File: src/design/tpc_pkg.sv
package tpc_pkg;

    // register pages and word addresses inside them
    localparam logic [3:0] PAGE_DATA = 4'h0;
    localparam logic [3:0] PAGE_CTRL = 4'h1;
    localparam logic [5:0] ADDR_CONTROL = 6'h00;
    localparam int NUM_RESULTS = 9;
    localparam int RES_BITS = 12;
    localparam int REG_BITS = 16;

    // converted quantities, also the converter channel code
    typedef enum logic [3:0] {
        CH_X = 4'h0,
        CH_Y = 4'h1,
        CH_Z1 = 4'h2,
        CH_Z2 = 4'h3,
        CH_BATTERY_ONE_INPUT = 4'h4,
        CH_BATTERY_TWO_INPUT = 4'h5,
        CH_AUX = 4'h6,
        CH_THERMAL_FIRST_RESULT = 4'h7,
        CH_THERMAL_SECOND_RESULT = 4'h8
    } tpc_chan_t;

    // data page word address of each result, indexed by channel code
    localparam logic [5:0] RES_ADDR [NUM_RESULTS] = '{
        6'h00, 6'h01, 6'h02, 6'h03, 6'h05, 6'h06, 6'h07, 6'h09, 6'h0a
    };
    localparam logic [REG_BITS-1:0] RES_RESET = 16'h0000;

    // control word field positions
    localparam int CTL_PEN_BIT = 15;
    localparam int CTL_STOP_BIT = 14;
    localparam int CTL_MODE_LSB = 10;
    localparam int CTL_MODE_MSB = 13;

    // reset values of the written control fields
    localparam logic RST_INITIATOR = 1'b0;
    localparam logic RST_STOP = 1'b0;
    localparam logic [3:0] RST_MODE = 4'h0;

    typedef enum logic [3:0] {
        MODE_NONE = 4'h0,
        MODE_XY_SCAN = 4'h1,
        MODE_XYZ_SCAN = 4'h2,
        MODE_X = 4'h3,
        MODE_Y = 4'h4,
        MODE_Z = 4'h5,
        MODE_BATTERY_ONE_INPUT = 4'h6,
        MODE_BATTERY_TWO_INPUT = 4'h7,
        MODE_AUX = 4'h8,
        MODE_AUX_SCAN = 4'h9,
        MODE_THERMAL_FIRST_RESULT = 4'ha,
        MODE_PORT_SCAN = 4'hb,
        MODE_THERMAL_SECOND_RESULT = 4'hc,
        MODE_DRV_X = 4'hd,
        MODE_DRV_Y = 4'he,
        MODE_DRV_YX = 4'hf
    } tpc_mode_t;

    // panel driver enable bit positions
    localparam int DRV_XP = 0;
    localparam int DRV_XN = 1;
    localparam int DRV_YP = 2;
    localparam int DRV_YN = 3;

    typedef enum logic [1:0] {
        SEQ_IDLE = 2'b00,
        SEQ_START = 2'b01,
        SEQ_WAIT = 2'b10
    } tpc_seq_t;

endpackage

File: src/design/tpc_scan_control.sv
// Operation
// [RQ1] result registers reset to zero and ignore host writes
// [RQ2] results right-justified, twelve bits low, top four bits read zero
// [RQ3] finished conversion writes only the register of its quantity
// [RQ4] control reads return live status for status-defined bits
// [RQ5] control bit 15 reads pen down, zero after reset
// [RQ6] control bit 15 write picks host or device as initiator
// [RQ7] control bit 14 reads zero when busy, one when idle
// [RQ8] writing bit 14 high aborts and powers down at once
// [RQ9] mode field resets to no scan; code 0001 repeats X then Y
// [RQ10] code 0010 repeats X, Y, Z1, Z2 until pen lifts or stop
// [RQ11] code 0011 converts X only, code 0100 converts Y only
// [RQ12] code 0101 converts both pressure measurements
// [RQ13] codes 0110, 0111, 1000 convert battery one, two, auxiliary once
// [RQ14] code 1001 repeats the auxiliary conversion
// [RQ15] codes 1010 and 1100 convert first and second temperature
// [RQ16] code 1011 converts battery one, battery two, auxiliary in turn
// [RQ17] code 1101 turns on X drivers without converting
// [RQ18] ready output goes low on touch, high after selected conversions
// [RQ19] codes 1110 and 1111 turn on other driver pairs, no conversion
// [RQ20] ended repeating scan returns to idle and shows not busy
`timescale 1ns/1ps
`default_nettype none

module tpc_scan_control (
    input wire logic clk_i,
    input wire logic rst_n_i,
    input wire logic [3:0] reg_page_i,
    input wire logic [5:0] reg_addr_i,
    input wire logic reg_wr_i,
    input wire logic reg_rd_i,
    input wire logic [15:0] reg_wdata_i,
    output logic [15:0] reg_rdata_o,
    input wire logic pen_touch_i,
    input wire logic conv_done_i,
    input wire logic [11:0] conv_data_i,
    output logic conv_start_o,
    output logic [3:0] conv_chan_o,
    output logic conv_power_down_o,
    output logic [3:0] panel_drive_o,
    output logic pen_or_result_ready_output_n_o
);

    ////////////////////////////////////////////////////////////////////////
    // pen pin synchronisation
    logic pen_sync;
    logic pen_prev_q;
    logic pen_rise;
    tpc_sync3 u_pen_sync (
        .clk_i(clk_i),
        .rst_n_i(rst_n_i),
        .async_i(pen_touch_i),
        .sync_o(pen_sync)
    );
    assign pen_rise = pen_sync & ~pen_prev_q;

    ////////////////////////////////////////////////////////////////////////
    // scan tables: channel of each step and number of steps
    function automatic tpc_pkg::tpc_chan_t step_chan(
        input logic [3:0] mode,
        input logic [1:0] step
    );
        tpc_pkg::tpc_chan_t ch;
        ch = tpc_pkg::CH_X;
        case (mode)
            tpc_pkg::MODE_XY_SCAN, tpc_pkg::MODE_XYZ_SCAN: // [RQ9] [RQ10]
                ch = tpc_pkg::tpc_chan_t'({2'h0, step});
            tpc_pkg::MODE_X: ch = tpc_pkg::CH_X; // [RQ11]
            tpc_pkg::MODE_Y: ch = tpc_pkg::CH_Y; // [RQ11]
            tpc_pkg::MODE_Z: // [RQ12]
                ch = step[0] ? tpc_pkg::CH_Z2 : tpc_pkg::CH_Z1;
            tpc_pkg::MODE_BATTERY_ONE_INPUT: ch = tpc_pkg::CH_BATTERY_ONE_INPUT; // [RQ13]
            tpc_pkg::MODE_BATTERY_TWO_INPUT: ch = tpc_pkg::CH_BATTERY_TWO_INPUT; // [RQ13]
            tpc_pkg::MODE_AUX, tpc_pkg::MODE_AUX_SCAN:
                ch = tpc_pkg::CH_AUX; // [RQ13] [RQ14]
            tpc_pkg::MODE_THERMAL_FIRST_RESULT: ch = tpc_pkg::CH_THERMAL_FIRST_RESULT; // [RQ15]
            tpc_pkg::MODE_THERMAL_SECOND_RESULT: ch = tpc_pkg::CH_THERMAL_SECOND_RESULT; // [RQ15]
            tpc_pkg::MODE_PORT_SCAN: // [RQ16]
                ch = tpc_pkg::tpc_chan_t'(4'h4 + {2'h0, step});
            default: ch = tpc_pkg::CH_X;
        endcase
        return ch;
    endfunction

    // number of steps; zero steps means the mode converts nothing
    function automatic logic [2:0] step_count(input logic [3:0] mode);
        logic [2:0] n;
        n = 3'h0;
        case (mode)
            tpc_pkg::MODE_XY_SCAN, tpc_pkg::MODE_Z: n = 3'h2;
            tpc_pkg::MODE_XYZ_SCAN: n = 3'h4;
            tpc_pkg::MODE_PORT_SCAN: n = 3'h3;
            tpc_pkg::MODE_X, tpc_pkg::MODE_Y, tpc_pkg::MODE_BATTERY_ONE_INPUT,
            tpc_pkg::MODE_BATTERY_TWO_INPUT, tpc_pkg::MODE_AUX, tpc_pkg::MODE_AUX_SCAN,
            tpc_pkg::MODE_THERMAL_FIRST_RESULT, tpc_pkg::MODE_THERMAL_SECOND_RESULT: n = 3'h1;
            default: n = 3'h0; // [RQ9] [RQ17] [RQ19]
        endcase
        return n;
    endfunction

    ////////////////////////////////////////////////////////////////////////
    // control register and sequencer
    logic initiator_q;
    logic initiator_d;
    logic stop_q;
    logic stop_d;
    logic [3:0] mode_q;
    logic [3:0] mode_d;
    tpc_pkg::tpc_seq_t seq_q;
    tpc_pkg::tpc_seq_t seq_d;
    logic [1:0] step_q;
    logic [1:0] step_d;
    logic start_q;
    logic start_d;
    logic [3:0] chan_q;
    logic [3:0] chan_d;
    logic ready_n_q;
    logic ready_n_d;
    logic [3:0] drive_q;
    logic [3:0] drive_d;
    logic ctl_wr;
    logic [3:0] new_mode;
    logic [2:0] last;
    logic repeat_ok;
    logic store_en;

    assign ctl_wr = reg_wr_i && reg_page_i == tpc_pkg::PAGE_CTRL
        && reg_addr_i == tpc_pkg::ADDR_CONTROL;
    assign new_mode = reg_wdata_i[tpc_pkg::CTL_MODE_MSB:tpc_pkg::CTL_MODE_LSB];
    assign last = step_count(mode_q);
    // touch scans need the pen still down, auxiliary scan only a stop
    assign repeat_ok = (mode_q == tpc_pkg::MODE_AUX_SCAN)
        || ((mode_q == tpc_pkg::MODE_XY_SCAN
        || mode_q == tpc_pkg::MODE_XYZ_SCAN) && pen_sync);
    assign store_en = seq_q == tpc_pkg::SEQ_WAIT && conv_done_i;

    // next control and sequencer state; a control write overrides all but chan_d, and ready_n_d only when it stops
    always_comb
    begin
        initiator_d = initiator_q;
        stop_d = stop_q;
        mode_d = mode_q;
        seq_d = seq_q;
        step_d = step_q;
        start_d = 1'b0;
        chan_d = chan_q;
        ready_n_d = ready_n_q;
        if (pen_rise)
            ready_n_d = 1'b0; // [RQ18]
        case (seq_q)
            tpc_pkg::SEQ_IDLE:
            begin
                // device initiator restarts on each new touch
                if (initiator_q && pen_rise && !stop_q && last != 3'h0)
                begin
                    seq_d = tpc_pkg::SEQ_START; // [RQ6]
                    step_d = 2'h0;
                end
            end
            tpc_pkg::SEQ_START:
            begin
                start_d = 1'b1;
                chan_d = step_chan(mode_q, step_q);
                seq_d = tpc_pkg::SEQ_WAIT;
            end
            tpc_pkg::SEQ_WAIT:
            begin
                if (conv_done_i)
                begin
                    if ({1'b0, step_q} + 3'h1 < last)
                    begin
                        step_d = step_q + 2'h1;
                        seq_d = tpc_pkg::SEQ_START;
                    end
                    else if (repeat_ok)
                    begin
                        step_d = 2'h0; // [RQ9] [RQ10] [RQ14]
                        seq_d = tpc_pkg::SEQ_START;
                    end
                    else
                    begin
                        seq_d = tpc_pkg::SEQ_IDLE; // [RQ20]
                        ready_n_d = 1'b1; // [RQ18]
                    end
                end
                else if (!repeat_ok && (mode_q == tpc_pkg::MODE_XY_SCAN
                    || mode_q == tpc_pkg::MODE_XYZ_SCAN))
                begin
                    // pen lifted mid scan: drop the pending conversion
                    seq_d = tpc_pkg::SEQ_IDLE; // [RQ20]
                    ready_n_d = 1'b1;
                end
            end
            default: seq_d = tpc_pkg::SEQ_IDLE;
        endcase
        if (ctl_wr)
        begin
            initiator_d = reg_wdata_i[tpc_pkg::CTL_PEN_BIT]; // [RQ6]
            stop_d = reg_wdata_i[tpc_pkg::CTL_STOP_BIT];
            mode_d = new_mode;
            step_d = 2'h0;
            start_d = 1'b0;
            if (reg_wdata_i[tpc_pkg::CTL_STOP_BIT])
            begin
                seq_d = tpc_pkg::SEQ_IDLE; // [RQ8]
                ready_n_d = 1'b1;
            end
            else if (!reg_wdata_i[tpc_pkg::CTL_PEN_BIT]
                && step_count(new_mode) != 3'h0)
                seq_d = tpc_pkg::SEQ_START; // [RQ6]
            else
                seq_d = tpc_pkg::SEQ_IDLE;
        end
    end

    // driver pairs follow the driver-only mode codes
    always_comb
    begin
        drive_d = 4'h0;
        if (!stop_q)
        begin
            case (mode_q)
                tpc_pkg::MODE_DRV_X: // [RQ17]
                    drive_d = 4'(1 << tpc_pkg::DRV_XP | 1 << tpc_pkg::DRV_XN);
                tpc_pkg::MODE_DRV_Y: // [RQ19]
                    drive_d = 4'(1 << tpc_pkg::DRV_YP | 1 << tpc_pkg::DRV_YN);
                tpc_pkg::MODE_DRV_YX: // [RQ19]
                    drive_d = 4'(1 << tpc_pkg::DRV_YP | 1 << tpc_pkg::DRV_XN);
                default: drive_d = 4'h0;
            endcase
        end
    end

    always_ff @(posedge clk_i)
    begin
        if (!rst_n_i)
        begin
            initiator_q <= tpc_pkg::RST_INITIATOR;
            stop_q <= tpc_pkg::RST_STOP;
            mode_q <= tpc_pkg::RST_MODE; // [RQ9]
            seq_q <= tpc_pkg::SEQ_IDLE;
            step_q <= 2'h0;
            start_q <= 1'b0;
            chan_q <= 4'h0;
            ready_n_q <= 1'b1;
            drive_q <= 4'h0;
            pen_prev_q <= 1'b0;
        end
        else
        begin
            initiator_q <= initiator_d;
            stop_q <= stop_d;
            mode_q <= mode_d;
            seq_q <= seq_d;
            step_q <= step_d;
            start_q <= start_d;
            chan_q <= chan_d;
            ready_n_q <= ready_n_d;
            drive_q <= drive_d;
            pen_prev_q <= pen_sync;
        end
    end

    ////////////////////////////////////////////////////////////////////////
    // result registers, one per quantity
    logic [tpc_pkg::RES_BITS-1:0] res_q [tpc_pkg::NUM_RESULTS];
    genvar gi;
    generate
        for (gi = 0; gi < tpc_pkg::NUM_RESULTS; gi++)
        begin : g_res
            logic [tpc_pkg::RES_BITS-1:0] res_d;
            // host writes never reach here; only the converter loads it
            always_comb
            begin
                res_d = res_q[gi];
                if (store_en && chan_q == 4'(gi))
                    res_d = conv_data_i; // [RQ1] [RQ3]
            end
            always_ff @(posedge clk_i)
            begin
                if (!rst_n_i)
                    res_q[gi] <= tpc_pkg::RES_RESET[11:0]; // [RQ1]
                else
                    res_q[gi] <= res_d;
            end
        end
    endgenerate

    ////////////////////////////////////////////////////////////////////////
    // read path; data comes one cycle after the read strobe
    logic [15:0] rdata_q;
    logic [15:0] rdata_d;
    // unmapped words read zero
    always_comb
    begin
        rdata_d = rdata_q;
        if (reg_rd_i)
        begin
            rdata_d = 16'h0000;
            if (reg_page_i == tpc_pkg::PAGE_CTRL
                && reg_addr_i == tpc_pkg::ADDR_CONTROL)
            begin
                rdata_d[tpc_pkg::CTL_PEN_BIT] = pen_sync; // [RQ4] [RQ5]
                rdata_d[tpc_pkg::CTL_STOP_BIT] =
                    (seq_q == tpc_pkg::SEQ_IDLE); // [RQ4] [RQ7]
                rdata_d[tpc_pkg::CTL_MODE_MSB:tpc_pkg::CTL_MODE_LSB] =
                    mode_q;
            end
            else if (reg_page_i == tpc_pkg::PAGE_DATA)
            begin
                for (int i = 0; i < tpc_pkg::NUM_RESULTS; i++)
                    if (reg_addr_i == tpc_pkg::RES_ADDR[i])
                        rdata_d = {4'h0, res_q[i]}; // [RQ2]
            end
        end
    end

    always_ff @(posedge clk_i)
    begin
        if (!rst_n_i)
            rdata_q <= 16'h0000;
        else
            rdata_q <= rdata_d;
    end

    ////////////////////////////////////////////////////////////////////////
    // outputs, all straight from flip-flops
    assign reg_rdata_o = rdata_q;
    assign conv_start_o = start_q;
    assign conv_chan_o = chan_q;
    assign conv_power_down_o = stop_q; // [RQ8]
    assign panel_drive_o = drive_q;
    assign pen_or_result_ready_output_n_o = ready_n_q;

endmodule

`default_nettype wire

File: src/design/tpc_sync3.sv
`timescale 1ns/1ps
`default_nettype none

// three-stage pin synchroniser; output moves once stages two and three agree
module tpc_sync3 (
    input wire logic clk_i,
    input wire logic rst_n_i,
    input wire logic async_i,
    output logic sync_o
);

    logic [2:0] stage_q;
    logic [2:0] stage_d;
    logic out_q;
    logic out_d;

    // first stage feeds only the second
    always_comb
    begin
        stage_d = {stage_q[1:0], async_i};
        out_d = (stage_q[1] == stage_q[2]) ? stage_q[2] : out_q;
    end

    always_ff @(posedge clk_i)
    begin
        if (!rst_n_i)
        begin
            stage_q <= 3'h0;
            out_q <= 1'b0;
        end
        else
        begin
            stage_q <= stage_d;
            out_q <= out_d;
        end
    end

    assign sync_o = out_q;

endmodule

`default_nettype wire

File: config.mk
export PLATFORM = sky130hd
export DESIGN_NAME = tpc_scan_control
export DESIGN_NICKNAME = d
export VERILOG_FILES = /design/src/design/tpc_pkg.sv /design/src/design/tpc_scan_control.sv /design/src/design/tpc_sync3.sv
export SDC_FILE = /design/constraint.sdc
export NUM_CORES = 1
export LEC_CHECK = 0
export ABC_AREA = 1
export BUFFER_PORTS_ARGS = -buffer_cell sky130_fd_sc_hd__buf_2
export CAP_MARGIN = 15
export CELL_PAD_IN_SITES_DETAIL_PLACEMENT = 1
export CELL_PAD_IN_SITES_GLOBAL_PLACEMENT = 2
export CORE_MARGIN = 1
export CORE_UTILIZATION = 37
export CTS_BUF_LIST = sky130_fd_sc_hd__clkbuf_8
export CTS_CLUSTER_SIZE = 24
export DETAILED_ROUTE_END_ITERATION = 6
export PLACE_DENSITY_LB_ADDON = 0.1
export SLEW_MARGIN = 10
export SYNTH_ARGS = -nofsm -noshare
export SYNTH_HDL_FRONTEND = slang
export SYNTH_SLANG_ARGS = --single-unit
File: constraint.sdc
create_clock -name clk_i -period 4.05 [get_ports clk_i]
set_clock_uncertainty 0.05 [all_clocks]
set_input_delay 0.2025 -clock clk_i [delete_from_list [all_inputs] [get_ports clk_i]]
set_output_delay 0.2025 -clock clk_i [all_outputs]
set_load 0.05 [all_outputs]
==> Word-level counts from Yosys, hierarchy flattened <==
Memory sizes are Yosys's and may differ from the RTL's. A register that Yosys moved wholly into a read port is not among the register bits.
Index checks and enable logic that the tools add are counted.
{ "op_classes": {"add_sub_neg": 3, "n_mul": 0, "div_mod_pow": 0, "n_lt_le_gt_ge": 1, "eq_ne": 39, "n_shift": 0, "n_mux": 62, "n_bitwise": 12, "reduce_logical": 37} }
{ "op_table": {"columns": ["operator", "count"], "rows": [
  ["12-bit 2-to-1 mux", 19],
  ["16-bit 2-to-1 mux", 9],
  ["4-bit equality test, second input constant", 9],
  ["4-bit case mux with 9 select lines", 1],
  ["4-bit by 3-bit equality test with 1-bit output, second input constant", 8],
  ["1-bit logical AND", 19],
  ["6-bit by 3-bit equality test with 1-bit output, second input constant", 3],
  ["1-bit 2-to-1 mux", 16],
  ["2-bit 2-to-1 mux", 8],
  ["4-bit by 1-bit equality test with 1-bit output, second input constant", 3],
  ["4-bit by 2-bit equality test with 1-bit output, second input constant", 3],
  ["6-bit by 2-bit equality test with 1-bit output, second input constant", 2],
  ["6-bit by 4-bit equality test with 1-bit output, second input constant", 2],
  ["4-bit case mux with 3 select lines", 1],
  ["10-bit 2-to-1 mux", 1],
  ["1-bit OR", 9],
  ["4-bit zero test", 2],
  ["4-bit 2-to-1 mux", 2],
  ["2-bit OR reduction", 4],
  ["6-bit by 1-bit equality test with 1-bit output, second input constant", 1],
  ["6-bit zero test", 1],
  ["3-bit 2-to-1 mux", 2],
  ["6-bit 2-to-1 mux", 1],
  ["2-bit case mux with 3 select lines", 1],
  ["21 further kinds", 27]
]} }
{ "word_totals": {"reg_bits": 41, "latchBits": 0, "mem_bits_rw": 108, "mem_bits_ro": 96, "output_inout_bits": 27, "wordCells": 170, "mem_count": 3} }
{ "memory_table": {"columns": ["memory", "words", "width", "rd", "rd_ports_with_merged_regs", "wr", "line", "source"], "rows": [
  ["res_q", 9, 12, 9, 0, 9, "tpc_scan_control.sv:266", "logic [tpc_pkg::RES_BITS-1:0] res_q [tpc_pkg::NUM_RESULTS];"],
  ["(name not given)", 16, 3, 1, 0, 0, "tpc_scan_control.sv:89", "case (mode)"],
  ["(name not given)", 16, 3, 1, 1, 0, "tpc_scan_control.sv:89", null]
]} }

==> Longest topological paths before layout <==
Gate-level depths: netlist of run 1.
{ "depth": {"depth_word": 12, "mapped_depth": 11, "ltp_nobuf": 11} }

==> Hierarchy <==
From an unflattened synthesis of run 1, not the netlist that was laid out.
{ "hier_totals": {"cells_unflattened": 973, "area_unflattened_um2": 6737.7} }
{ "modules_own_cells": {"columns": ["mod", "instances", "cells_per_inst", "area_per_inst_um2"], "rows": [
  ["tpc_scan_control", 1, 960, 6621.4],
  ["tpc_sync3", 1, 13, 116.4]
]} }

==> Least setup slack after synthesis of run 1 <==
OpenSTA, ideal clock, no wires.
{ "synth_path": {"path_kind": "reg-to-reg", "start": "reg chan_q[0] (netlist: conv_chan_o[0])", "end": "mem res_q[1][10] (netlist name)", "arrival_ps": 1631, "slack_ps": 2300, "stages_incl_launch_ff": 7, "cell_sequence": "dfxtp_1 -> inv_1 -> or2_2 -> nor2_1 -> buf_2 -> o21ai_0 -> a21oi_1"} }
{ "synth_lines": {"columns": ["element", "line", "source"], "rows": [
  ["start: declaration", "tpc_scan_control.sv:115", "logic [3:0] chan_q;"],
  ["start signal: assignment", "tpc_scan_control.sv:257", "chan_q <= chan_d;"],
  ["end: declaration", "tpc_scan_control.sv:266", null]
]} }

==> results of run 1 <==
-- critical path: stages, from the launching register on --
cell,delay (ns)
dfxtp_1,0.39
inv_2,0.05
nor2_2,0.12
inv_2,0.08
nor2_4,0.13
nand2_1,0.15
nor2_2,0.88
o21ai_0,0.22
a21oi_1,0.20
-- Yosys cell counts (3+ instances only) --
| cell | n |
|---|---|
| dfxtp_1 | 152 |
| nor3_1 | 8 |
| nand2_1 | 145 |
| buf_2 | 24 |
| nor3_2 | 3 |
| nand4_1 | 35 |
| nor2_1 | 86 |
| o21ai_0 | 121 |
| nor2_2 | 3 |
| o22ai_1 | 3 |
| clkbuf_1 | 19 |
| a21oi_1 | 146 |
| inv_2 | 6 |
| nand3_1 | 16 |
| nor2_4 | 8 |
| clkinv_1 | 14 |
| inv_1 | 69 |
| ha_1 | 3 |
| o211ai_1 | 9 |
-- registers in the layout, summed over array words and instances, names as in the netlist, 3 cells and up --
| name | flops |
|---|---|
| panel_drive_o | 4 |
| reg_rdata_o | 16 |
| u_pen_sync.stage_q | 3 |
| res_q | 108 |
| mode_q | 4 |
| last | 3 |
| conv_chan_o | 4 |
-- kinds of logic after synthesis --
logic type,Yosys count,synth area share (%)
AO/OA/AOI/OAI,289,22.88
adder cells (fa/ha/maj),3,0.5711
buffers and inverters,136,8.337
flip-flops,152,46.29
AND/OR/NAND/NOR,315,21.93
-- worst max-delay path by stage --
| stage | from | to | cells after the start |
|---|---|---|---|
| 6_report | seq_q[1]$_SDFFE_PN0P_ | res_q[2][5]$_SDFFE_PN0P_ | 8 |
| 3_5_place_dp | seq_q[1]$_SDFFE_PN0P_ | res_q[2][5]$_SDFFE_PN0P_ | 8 |
| 5_1_grt | seq_q[1]$_SDFFE_PN0P_ | res_q[2][10]$_SDFFE_PN0P_ | 8 |
| 3_3_place_gp | reg_addr_i[2] | reg_rdata_o[0]$_SDFFE_PN0P_ | 9 |
| 4_1_cts | seq_q[1]$_SDFFE_PN0P_ | res_q[2][5]$_SDFFE_PN0P_ | 8 |
| 2_1_floorplan | conv_chan_o[0]$_SDFFE_PN0P_ | res_q[1][10]$_SDFFE_PN0P_ | 6 |
-- stage by stage --
stage | power [mW] | cells | hold slack (ns) | worst slack (ns)
2_1_floorplan | 1.619 | 895 | 0.2501 | 2.300
3_3_place_gp | 1.677 | 1145 | 0.3438 | 1.807
3_5_place_dp | 1.682 | 1145 | 0.3517 | 1.710
4_1_cts | 2.893 | 1181 | 0.003162 | 1.706
5_1_grt | 2.963 | 1181 | 0.02699 | 1.494
6_report | 2.859 | 1181 | 0.02361 | 1.709
-- cell type report --
cell class | count | area, um^2 | area share [%]
sequential | 152 | 3043 | 40.64
inverter | 89 | 334.1 | 4.462
clock inverter | 14 | 156.4 | 2.089
multi-input combinational | 607 | 2994 | 39.99
clock buffer | 18 | 247.7 | 3.309
timing repair buffer | 76 | 430.4 | 5.749
tap | 225 | 281.5 | 3.760
-- power groups by stage --
stage	Sequential [mW]	Clock, mW	Combinational (mW)
floorplan	1.55	0	0.0737
global route	1.50	1.30	0.162
global placement	1.54	0	0.142
detailed placement	1.54	0	0.146
finish	1.50	1.21	0.148
CTS	1.50	1.24	0.149
-- per-layer routing --
metal,track usage [%],wire length [um],vias up
met3,4.452,714,31
met1,28.01,9149,3024
met5,0,0,-
li1,-,-,3110
met4,7.990,418,0
met2,41.42,10200,113
-- cells in the final DEF, fill, tap and decap left out, types with 3 or more instances in the layout --
cell	instances
a21oi_1	146
buf_2	60
buf_4	12
bufinv_16	3
clkbuf_8	18
clkinv_1	14
clkinv_2	5
dfxtp_1	152
dlygate4sd3_1	4
ha_1	3
inv_1	71
inv_2	6
nand2_1	145
nand3_1	16
nand4_1	35
nor2_1	84
nor2_2	5
nor2_4	8
nor3_1	8
o211ai_1	9
o21ai_0	121
o22ai_1	3
==> flow_summary_export.csv, run 1 <==
group,metric,value,unit
outcome,status,"completed",
detailed_routing,drc,0,
final_layout,fin_area,0.007487,mm^2
global_routing,grt_start_max_net_pins,118,
placement,dp_hpwl,14640,um
yosys,postSynthCellCount,895,
power_and_ir_drop,power.share.sequential,52.5,%
job,maxCapViolCount,0,
global_routing,grt_pass1_vias,6392,
global_routing,antenna_found_initial,0,
setup_path,startpoint_type,"flip-flop",
yosys,yosysSeqAreaShare,46.29,%
power_and_ir_drop,p_leak,3.045,nW
clock_network,cts_hold_buf,4,
final_layout,nets,990,
timing,hold_viol_final,0,
setup_path,r2r-end,"res_q[2][5]$_SDFFE_PN0P_",
power_and_ir_drop,pwr-share-comb,5.2,%
detailed_routing,routedWlPerCell,17.34,um
setup_path,rr_startpoint,"seq_q[1]$_SDFFE_PN0P_",
setup_path,r2r_slack,1.71,ns
global_routing,grt_pass1_wl,32620,um
floorplanning,start_util,38.01,%
yosys,avgSynthCellArea,7.345,um^2
timing,setup_tns,0,ns
setup_path,end_kind,"flip-flop",
yosys,netlist_area,0.006574,mm^2
yosys,yosysWarnings,0,
hold_path,hp-start,"reg_wdata_i[15]",
clock_network,post-cts-setup-buffers,0,
setup_path,cp.arrival,2.68,ns
timing,final.min_clock_period,2.341,ns
detailed_routing,num_vias,6278,
timing,setup_viol,0,
power_and_ir_drop,switching_share,24.70,%
floorplanning,io_pins,71,
yosys,synth_edf_count,0,
setup_path,critPathMaxFanout,24,
floorplanning,fp.dieH,135.3,um
floorplanning,row_count,48,
clock_network,worstSkewPairLatency,0.46,ns
final_layout,final_layout_size_suffix_gt1_share,14.02,%
placement,portBuffers,60,
power_and_ir_drop,peakVddDrop,0.0002273,V
detailed_routing,ant_nets,0,
clock_network,clkSinkCount,152,
power_and_ir_drop,intPower,2.153,mW
clock_network,root_buffer,"clkbuf_8",
yosys,syn_nets,942,
yosys,ys_ff_latch,152,
detailed_routing,viasPerCell,5.316,
timing,finalMaxSlewViolations,0,
power_and_ir_drop,p_per_area,381.9,mW/mm^2
placement,finalWeightedCongestion,0.7752,
yosys,synth_area_leader_cell,"dfxtp_1",
timing,slew_headroom,25.03,%
clock_network,cts_tree,"yes",
detailed_routing,drtIter0Drc,272,
hold_path,hold_class,"primary input to flip-flop",
floorplanning,die_w,135.3,um
final_layout,areaGrowthSynthToFinish,13.89,%
hold_path,hold_end,"initiator_q$_SDFFE_PN0P_",
detailed_routing,drt_wl_total,20480,um
timing,timing.final.crit_share,57.81,%
timing,fmax,427.1,MHz
setup_path,ff2ff_path_depth,8,
timing,worst_pin_slew,1.123,ns
power_and_ir_drop,p_sw,706.3,uW
power_and_ir_drop,clkPwrFrac,42.4,%
timing,rsz0062_at_grt,"false",
yosys,synth_top_area_share,46.29,%
setup_path,critPathKind,"flip-flop to flip-flop",
global_routing,global_route.overflow_total,0,
clock_network,h-tree-depth,4,
floorplanning,die_area,0.01830,mm^2
clock_network,cts_buffers,17,
final_layout,num-fill-cells,2220,
setup_path,critical_path_required,4.39,ns
clock_network,clk_pin_slew,0.09,ns
final_layout,antenna_cells,0,
clock_network,cts_resized,0,
yosys,synthArstFlopShare,0,%
detailed_routing,first_pass_iters,5,
placement,postPlaceCellArea,0.007037,mm^2
yosys,yosys.cell_types.count,36,
hold_path,hold_depth,3,
yosys,synth_flop_cell,"dfxtp_1",
clock_network,cts_buffer_depth,2,
floorplanning,core,0.01730,mm^2
final_layout,final_util,43.29,%
yosys,yosys-top-cells-area,"dfxtp_1 (46%), a21oi_1 (11%), o21ai_0 (9.2%)",
global_routing,gr-usage-all-layers,23.34,%
No activity file was read; power rests on OpenSTA's default activity.
==> run 2: changes to the inputs <==
- CORE_UTILIZATION: 37 -> 35
- clock period: 4.05 -> 2.4 ns (I/O delays scaled with it)
==> run 2 against run 1 <==
The flow now finishes with violations (DRC). Fmax increased by 1.8%. Sequential cell count unchanged. Setup slack got worse by 1.6 ns. Final cell count increased by 1.9%. Design area increased by 2.4%. Critical path depth increased by 1.
==> flow_summary_export.csv, run 2 (synthesis gave the netlist of run 1 again) <==
group,metric,value,unit
clock_network,cts_buffers,17,
detailed_routing,viasPerCell,5.311,
global_routing,global_route.overflow_total,0,
final_layout,final_common_cell,"dfxtp_1",
global_routing,antenna_found_initial,0,
final_layout,nets,1009,
floorplanning,fp.dieH,139.1,um
clock_network,h-tree-depth,4,
final_layout,largest_reg_flops,108,
power_and_ir_drop,p_leak,3.138,nW
detailed_routing,drc,4,
placement,dp_hpwl,14960,um
timing,slew_headroom,51.21,%
global_routing,gr-usage-all-layers,22.43,%
final_layout,seq_area,0.003043,mm^2
timing,setup_tns,0,ns
power_and_ir_drop,peakVddDrop,0.0003874,V
placement,finalWeightedCongestion,0.7968,
floorplanning,die_area,0.01933,mm^2
timing,worst_pin_slew,0.7318,ns
clock_network,worstSkewPairLatency,0.47,ns
clock_network,root_buffer,"clkbuf_8",
global_routing,grt_start_max_net_pins,85,
detailed_routing,first_pass_iters,6,
outcome,violations,"DRC",
final_layout,registers.top_by_ff_count,"res_q",
setup_path,cp.arrival,2.60,ns
timing,final.min_clock_period,2.300,ns
final_layout,final_cell_mix,"dfxtp_1 (152), a21oi_1 (146), nand2_1 (145)",
timing,hold_slack,0.02063,ns
detailed_routing,routedWlPerCell,17.26,um
floorplanning,core,0.01821,mm^2
setup_path,critPathMaxFanout,6,
setup_path,r2r_slack,0.1,ns
timing,finalMaxSlewViolations,0,
clock_network,cts_tree,"yes",
final_layout,multi_input_area,0.002988,mm^2
setup_path,critPathKind,"flip-flop to flip-flop",
global_routing,grt_pass1_wl,33870,um
outcome,status,"finished, violations left",
detailed_routing,num_vias,6389,
global_routing,grt_pass1_vias,6521,
clock_network,post-cts-setup-buffers,0,
clock_network,clkSinkCount,152,
floorplanning,row_count,49,
setup_path,critical_path_required,2.70,ns
detailed_routing,drt_wl_total,20770,um
job,maxCapViolCount,0,
detailed_routing,drtIter0Drc,341,
timing,setup_viol,0,
floorplanning,start_util,36.10,%
hold_path,hold_class,"primary input to flip-flop",
setup_path,startpoint_type,"flip-flop",
placement,portBuffers,60,
floorplanning,die_w,139.1,um
final_layout,areaGrowthSynthToFinish,16.65,%
floorplanning,io_pins,71,
final_layout,num-fill-cells,2300,
placement,postPlaceCellArea,0.007104,mm^2
final_layout,final_layout_size_suffix_gt1_share,14.27,%
clock_network,clk_pin_slew,0.09,ns
final_layout,antenna_cells,0,
power_and_ir_drop,p_per_area,642.2,mW/mm^2
clock_network,cts_buffer_depth,2,
timing,hold_viol_final,0,
timing,timing.final.crit_share,95.85,%
setup_path,end_kind,"flip-flop",
timing,rsz0062_at_grt,"false",
final_layout,fin_area,0.007669,mm^2
timing,fmax,434.7,MHz
detailed_routing,ant_nets,0,
run 2: changes by cell type in the layout (fill, tap and decap cells not counted), sizes merged:
cell,before,now
clkbuf,18,17
buf,72,81
clkinv,21,17
bufinv,3,4
clkinvlp,1,2
dlygate4sd3,4,14
inv,78,80
run 2: per-stage QoR:
stage	setup slack, ns	std cells	util, %	total power, mW
after floorplan	0.6497	895	-	2.733
after global placement	0.5601	1158	39.02	2.836
after detailed placement	0.4736	1158	39.02	2.843
after CTS	0.09490	1203	42.09	4.977
after global routing	0.008030	1203	42.12	5.111
final	0.09952	1203	42.12	4.925
run 2: critical path: stages, from the launching register on:
cell           delay, ns
dfxtp_1             0.47
ha_1                0.30
ha_1                0.20
a21oi_1             0.15
nand2_1             0.11
nand2_1             0.10
nand2_1             0.05
nand4_1             0.11
nand3_1             0.08
dlygate4sd3_1       0.56
run 2: repair_timing:
item                                   in CTS  in global routing
hold buffers                               14                  0
gates resized for setup                     0                  1
endpoints found under the hold margin      12                  0
setup endpoints to repair                   0                  1
run 2: final timing paths:
kind / start / endpoint / cells after the start
worst max-delay path: step_q[0]$_SDFFE_PP0P_ / pen_or_result_ready_output_n_o$_SDFF_PN1_ / 9
worst min-delay path: conv_data_i[5] / res_q[2][5]$_SDFFE_PN0P_ / 3
worst max register to register: step_q[0]$_SDFFE_PP0P_ / pen_or_result_ready_output_n_o$_SDFF_PN1_ / 9
worst min register to register: u_pen_sync.stage_q[0]$_SDFF_PN0_ / u_pen_sync.stage_q[1]$_SDFF_PN0_ / 2
run 2: metal layers:
layer	vias up	part of all wire (%)	wire [um]	track usage [%]
li1	3136	-	-	-
met1	3133	44	9235	26.69
met2	99	51	10550	40.54
met3	21	3.1	642	3.867
met4	0	1.6	340	7.719
met5	-	0	0	0
run 2: layout make-up:
cell class,count,area share [%]
sequential,152,39.68
multi-input combinational,607,38.96
timing repair buffer,95,7.799
inverter,89,4.356
tap,229,3.736
clock buffer,17,3.051
clock inverter,14,2.415
run 2: report_power, final:
part | total (mW) | switching, mW | internal [mW]
Sequential | 2.53 | 0.00472 | 2.53
Combinational | 0.262 | 0.193 | 0.0697
Clock | 2.13 | 1.01 | 1.12
Total | 4.92 | 1.21 | 3.72
==> run 3: changes to the inputs <==
- RECOVER_POWER: unset -> 50
==> run 3 against run 2 <==
The flow still finishes with violations (DRC). Via count down 0.13%. Design area down 0.90%. Clock-buffer cell count unchanged. Die area unchanged. Final cell count unchanged. Critical path depth unchanged. Critical endpoint unchanged.
==> flow_summary_export.csv, run 3 (synthesis gave the netlist of run 1 again) <==
group,metric,value,unit
power_and_ir_drop,p_per_area,646.2,mW/mm^2
final_layout,seq_area,0.003043,mm^2
detailed_routing,num_vias,6381,
final_layout,registers.top_by_ff_count,"res_q",
final_layout,largest_reg_flops,108,
outcome,status,"finished, violations left",
timing,setup_viol,0,
final_layout,final_layout_size_suffix_gt1_share,10.68,%
floorplanning,io_pins,71,
floorplanning,core,0.01821,mm^2
timing,setup_tns,0,ns
final_layout,fin_area,0.007600,mm^2
setup_path,critical_path_required,2.71,ns
clock_network,clk_pin_slew,0.09,ns
detailed_routing,ant_nets,0,
clock_network,h-tree-depth,4,
placement,postPlaceCellArea,0.007104,mm^2
detailed_routing,drtIter0Drc,322,
global_routing,grt_pass1_vias,6521,
floorplanning,row_count,49,
floorplanning,start_util,36.10,%
clock_network,root_buffer,"clkbuf_8",
setup_path,critPathKind,"flip-flop to flip-flop",
setup_path,rr_startpoint,"step_q[0]$_SDFFE_PP0P_",
job,maxCapViolCount,0,
placement,finalWeightedCongestion,0.7968,
global_routing,grt_pass1_wl,33870,um
setup_path,critPathMaxFanout,6,
global_routing,grt_start_max_net_pins,85,
placement,portBuffers,60,
placement,dp_hpwl,14960,um
final_layout,final_common_cell,"dfxtp_1",
timing,slew_headroom,6.853,%
setup_path,end_kind,"flip-flop",
hold_path,hp-start,"conv_data_i[4]",
timing,finalMaxSlewViolations,0,
outcome,violations,"DRC",
setup_path,ff2ff_path_depth,9,
timing,rsz0062_at_grt,"false",
floorplanning,die_area,0.01933,mm^2
power_and_ir_drop,peakVddDrop,0.0003878,V
floorplanning,fp.dieH,139.1,um
timing,final.min_clock_period,2.295,ns
timing,hold_viol_final,0,
hold_path,hold_class,"primary input to flip-flop",
power_and_ir_drop,power,4.911,mW
global_routing,gr-usage-all-layers,22.43,%
setup_path,startpoint,"step_q[0]$_SDFFE_PP0P_",
setup_path,r2r_slack,0.10,ns
setup_path,cp.arrival,2.60,ns
detailed_routing,first_pass_iters,7,
final_layout,final_cell_mix,"dfxtp_1 (152), a21oi_1 (147), nand2_1 (146)",
global_routing,global_route.overflow_total,0,
power_and_ir_drop,p_leak,3.005,nW
clock_network,worstSkewPairLatency,0.46,ns
detailed_routing,routedWlPerCell,17.27,um
setup_path,r2r-end,"pen_or_result_ready_output_n_o$_SDFF_PN1_",
timing,worst_pin_slew,1.397,ns
timing,timing.final.crit_share,95.63,%
timing,fmax,435.7,MHz
final_layout,antenna_cells,0,
clock_network,cts_tree,"yes",
floorplanning,die_w,139.1,um
clock_network,post-cts-setup-buffers,0,
detailed_routing,drt_wl_total,20770,um
clock_network,cts_buffer_depth,2,
clock_network,clkSinkCount,152,
setup_path,crit_end,"pen_or_result_ready_output_n_o$_SDFF_PN1_",
final_layout,areaGrowthSynthToFinish,15.61,%
detailed_routing,drc,4,
final_layout,num-fill-cells,2304,
detailed_routing,viasPerCell,5.304,
final_layout,multi_input_area,0.002962,mm^2
global_routing,antenna_found_initial,0,
setup_path,startpoint_type,"flip-flop",
clock_network,cts_buffers,17,
final_layout,nets,1009,
run 3: cell type report:
type | count | area share, %
Multi-Input combinational cell | 607 | 38.97
Tap cell | 229 | 3.770
Timing Repair Buffer | 95 | 7.310
Sequential cell | 152 | 40.04
Inverter | 89 | 4.396
Clock buffer | 17 | 3.079
Clock inverter | 14 | 2.437
run 3: worst min-delay path by stage:
stage / endpoint / slack [ns] / cells past startpoint
global placement: u_pen_sync.stage_q[0]$_SDFF_PN0_ / 0.26 / 3
finish: res_q[8][4]$_SDFFE_PN0P_ / 0.03 / 3
CTS: res_q[8][6]$_SDFFE_PN0P_ / 0.006 / 3
floorplan: u_pen_sync.stage_q[0]$_SDFF_PN0_ / 0.17 / 2
detailed placement: u_pen_sync.stage_q[0]$_SDFF_PN0_ / 0.27 / 3
global route: res_q[8][8]$_SDFFE_PN0P_ / 0.03 / 3
run 3: stage by stage:
step | util, % | std cells | setup WS (ns) | hold slack, ns
floorplan | - | 895 | 0.6497 | 0.1676
global placement | 39.02 | 1158 | 0.5601 | 0.2634
detailed placement | 39.02 | 1158 | 0.4736 | 0.2678
CTS | 42.09 | 1203 | 0.09490 | 0.005504
global route | 41.74 | 1203 | 0.008030 | 0.02843
finish | 41.74 | 1203 | 0.1049 | 0.02675
run 3: metal layers:
layer  global-route usage [%]  up-vias  routed length (um)
met4                    7.719        0                 327
met2                    40.54       96               10640
met5                        0        -                   0
met3                    3.867       19                 667
met1                    26.69     3133                9138
li1                         -     3133                   -
run 3: worst max-delay path, stage by stage, from the launching register on:
cell           delay, ns
dfxtp_1             0.47
ha_1                0.30
ha_1                0.20
a21oi_1             0.15
nand2_1             0.11
nand2_1             0.11
nand2_1             0.05
nand4_1             0.11
nand3_1             0.08
dlygate4sd3_1       0.56
run 3: where the power goes:
group | switching [mW] | internal [mW]
clock network | 1.00 | 1.12
logic | 0.191 | 0.0665
registers | 0.00491 | 2.53
total | 1.20 | 3.71
run 3: repair_timing:
item,CTS,global route
hold buffers,14,0
endpoints found under the setup margin,0,1
resized for setup,0,1
hold endpoints to repair,12,0
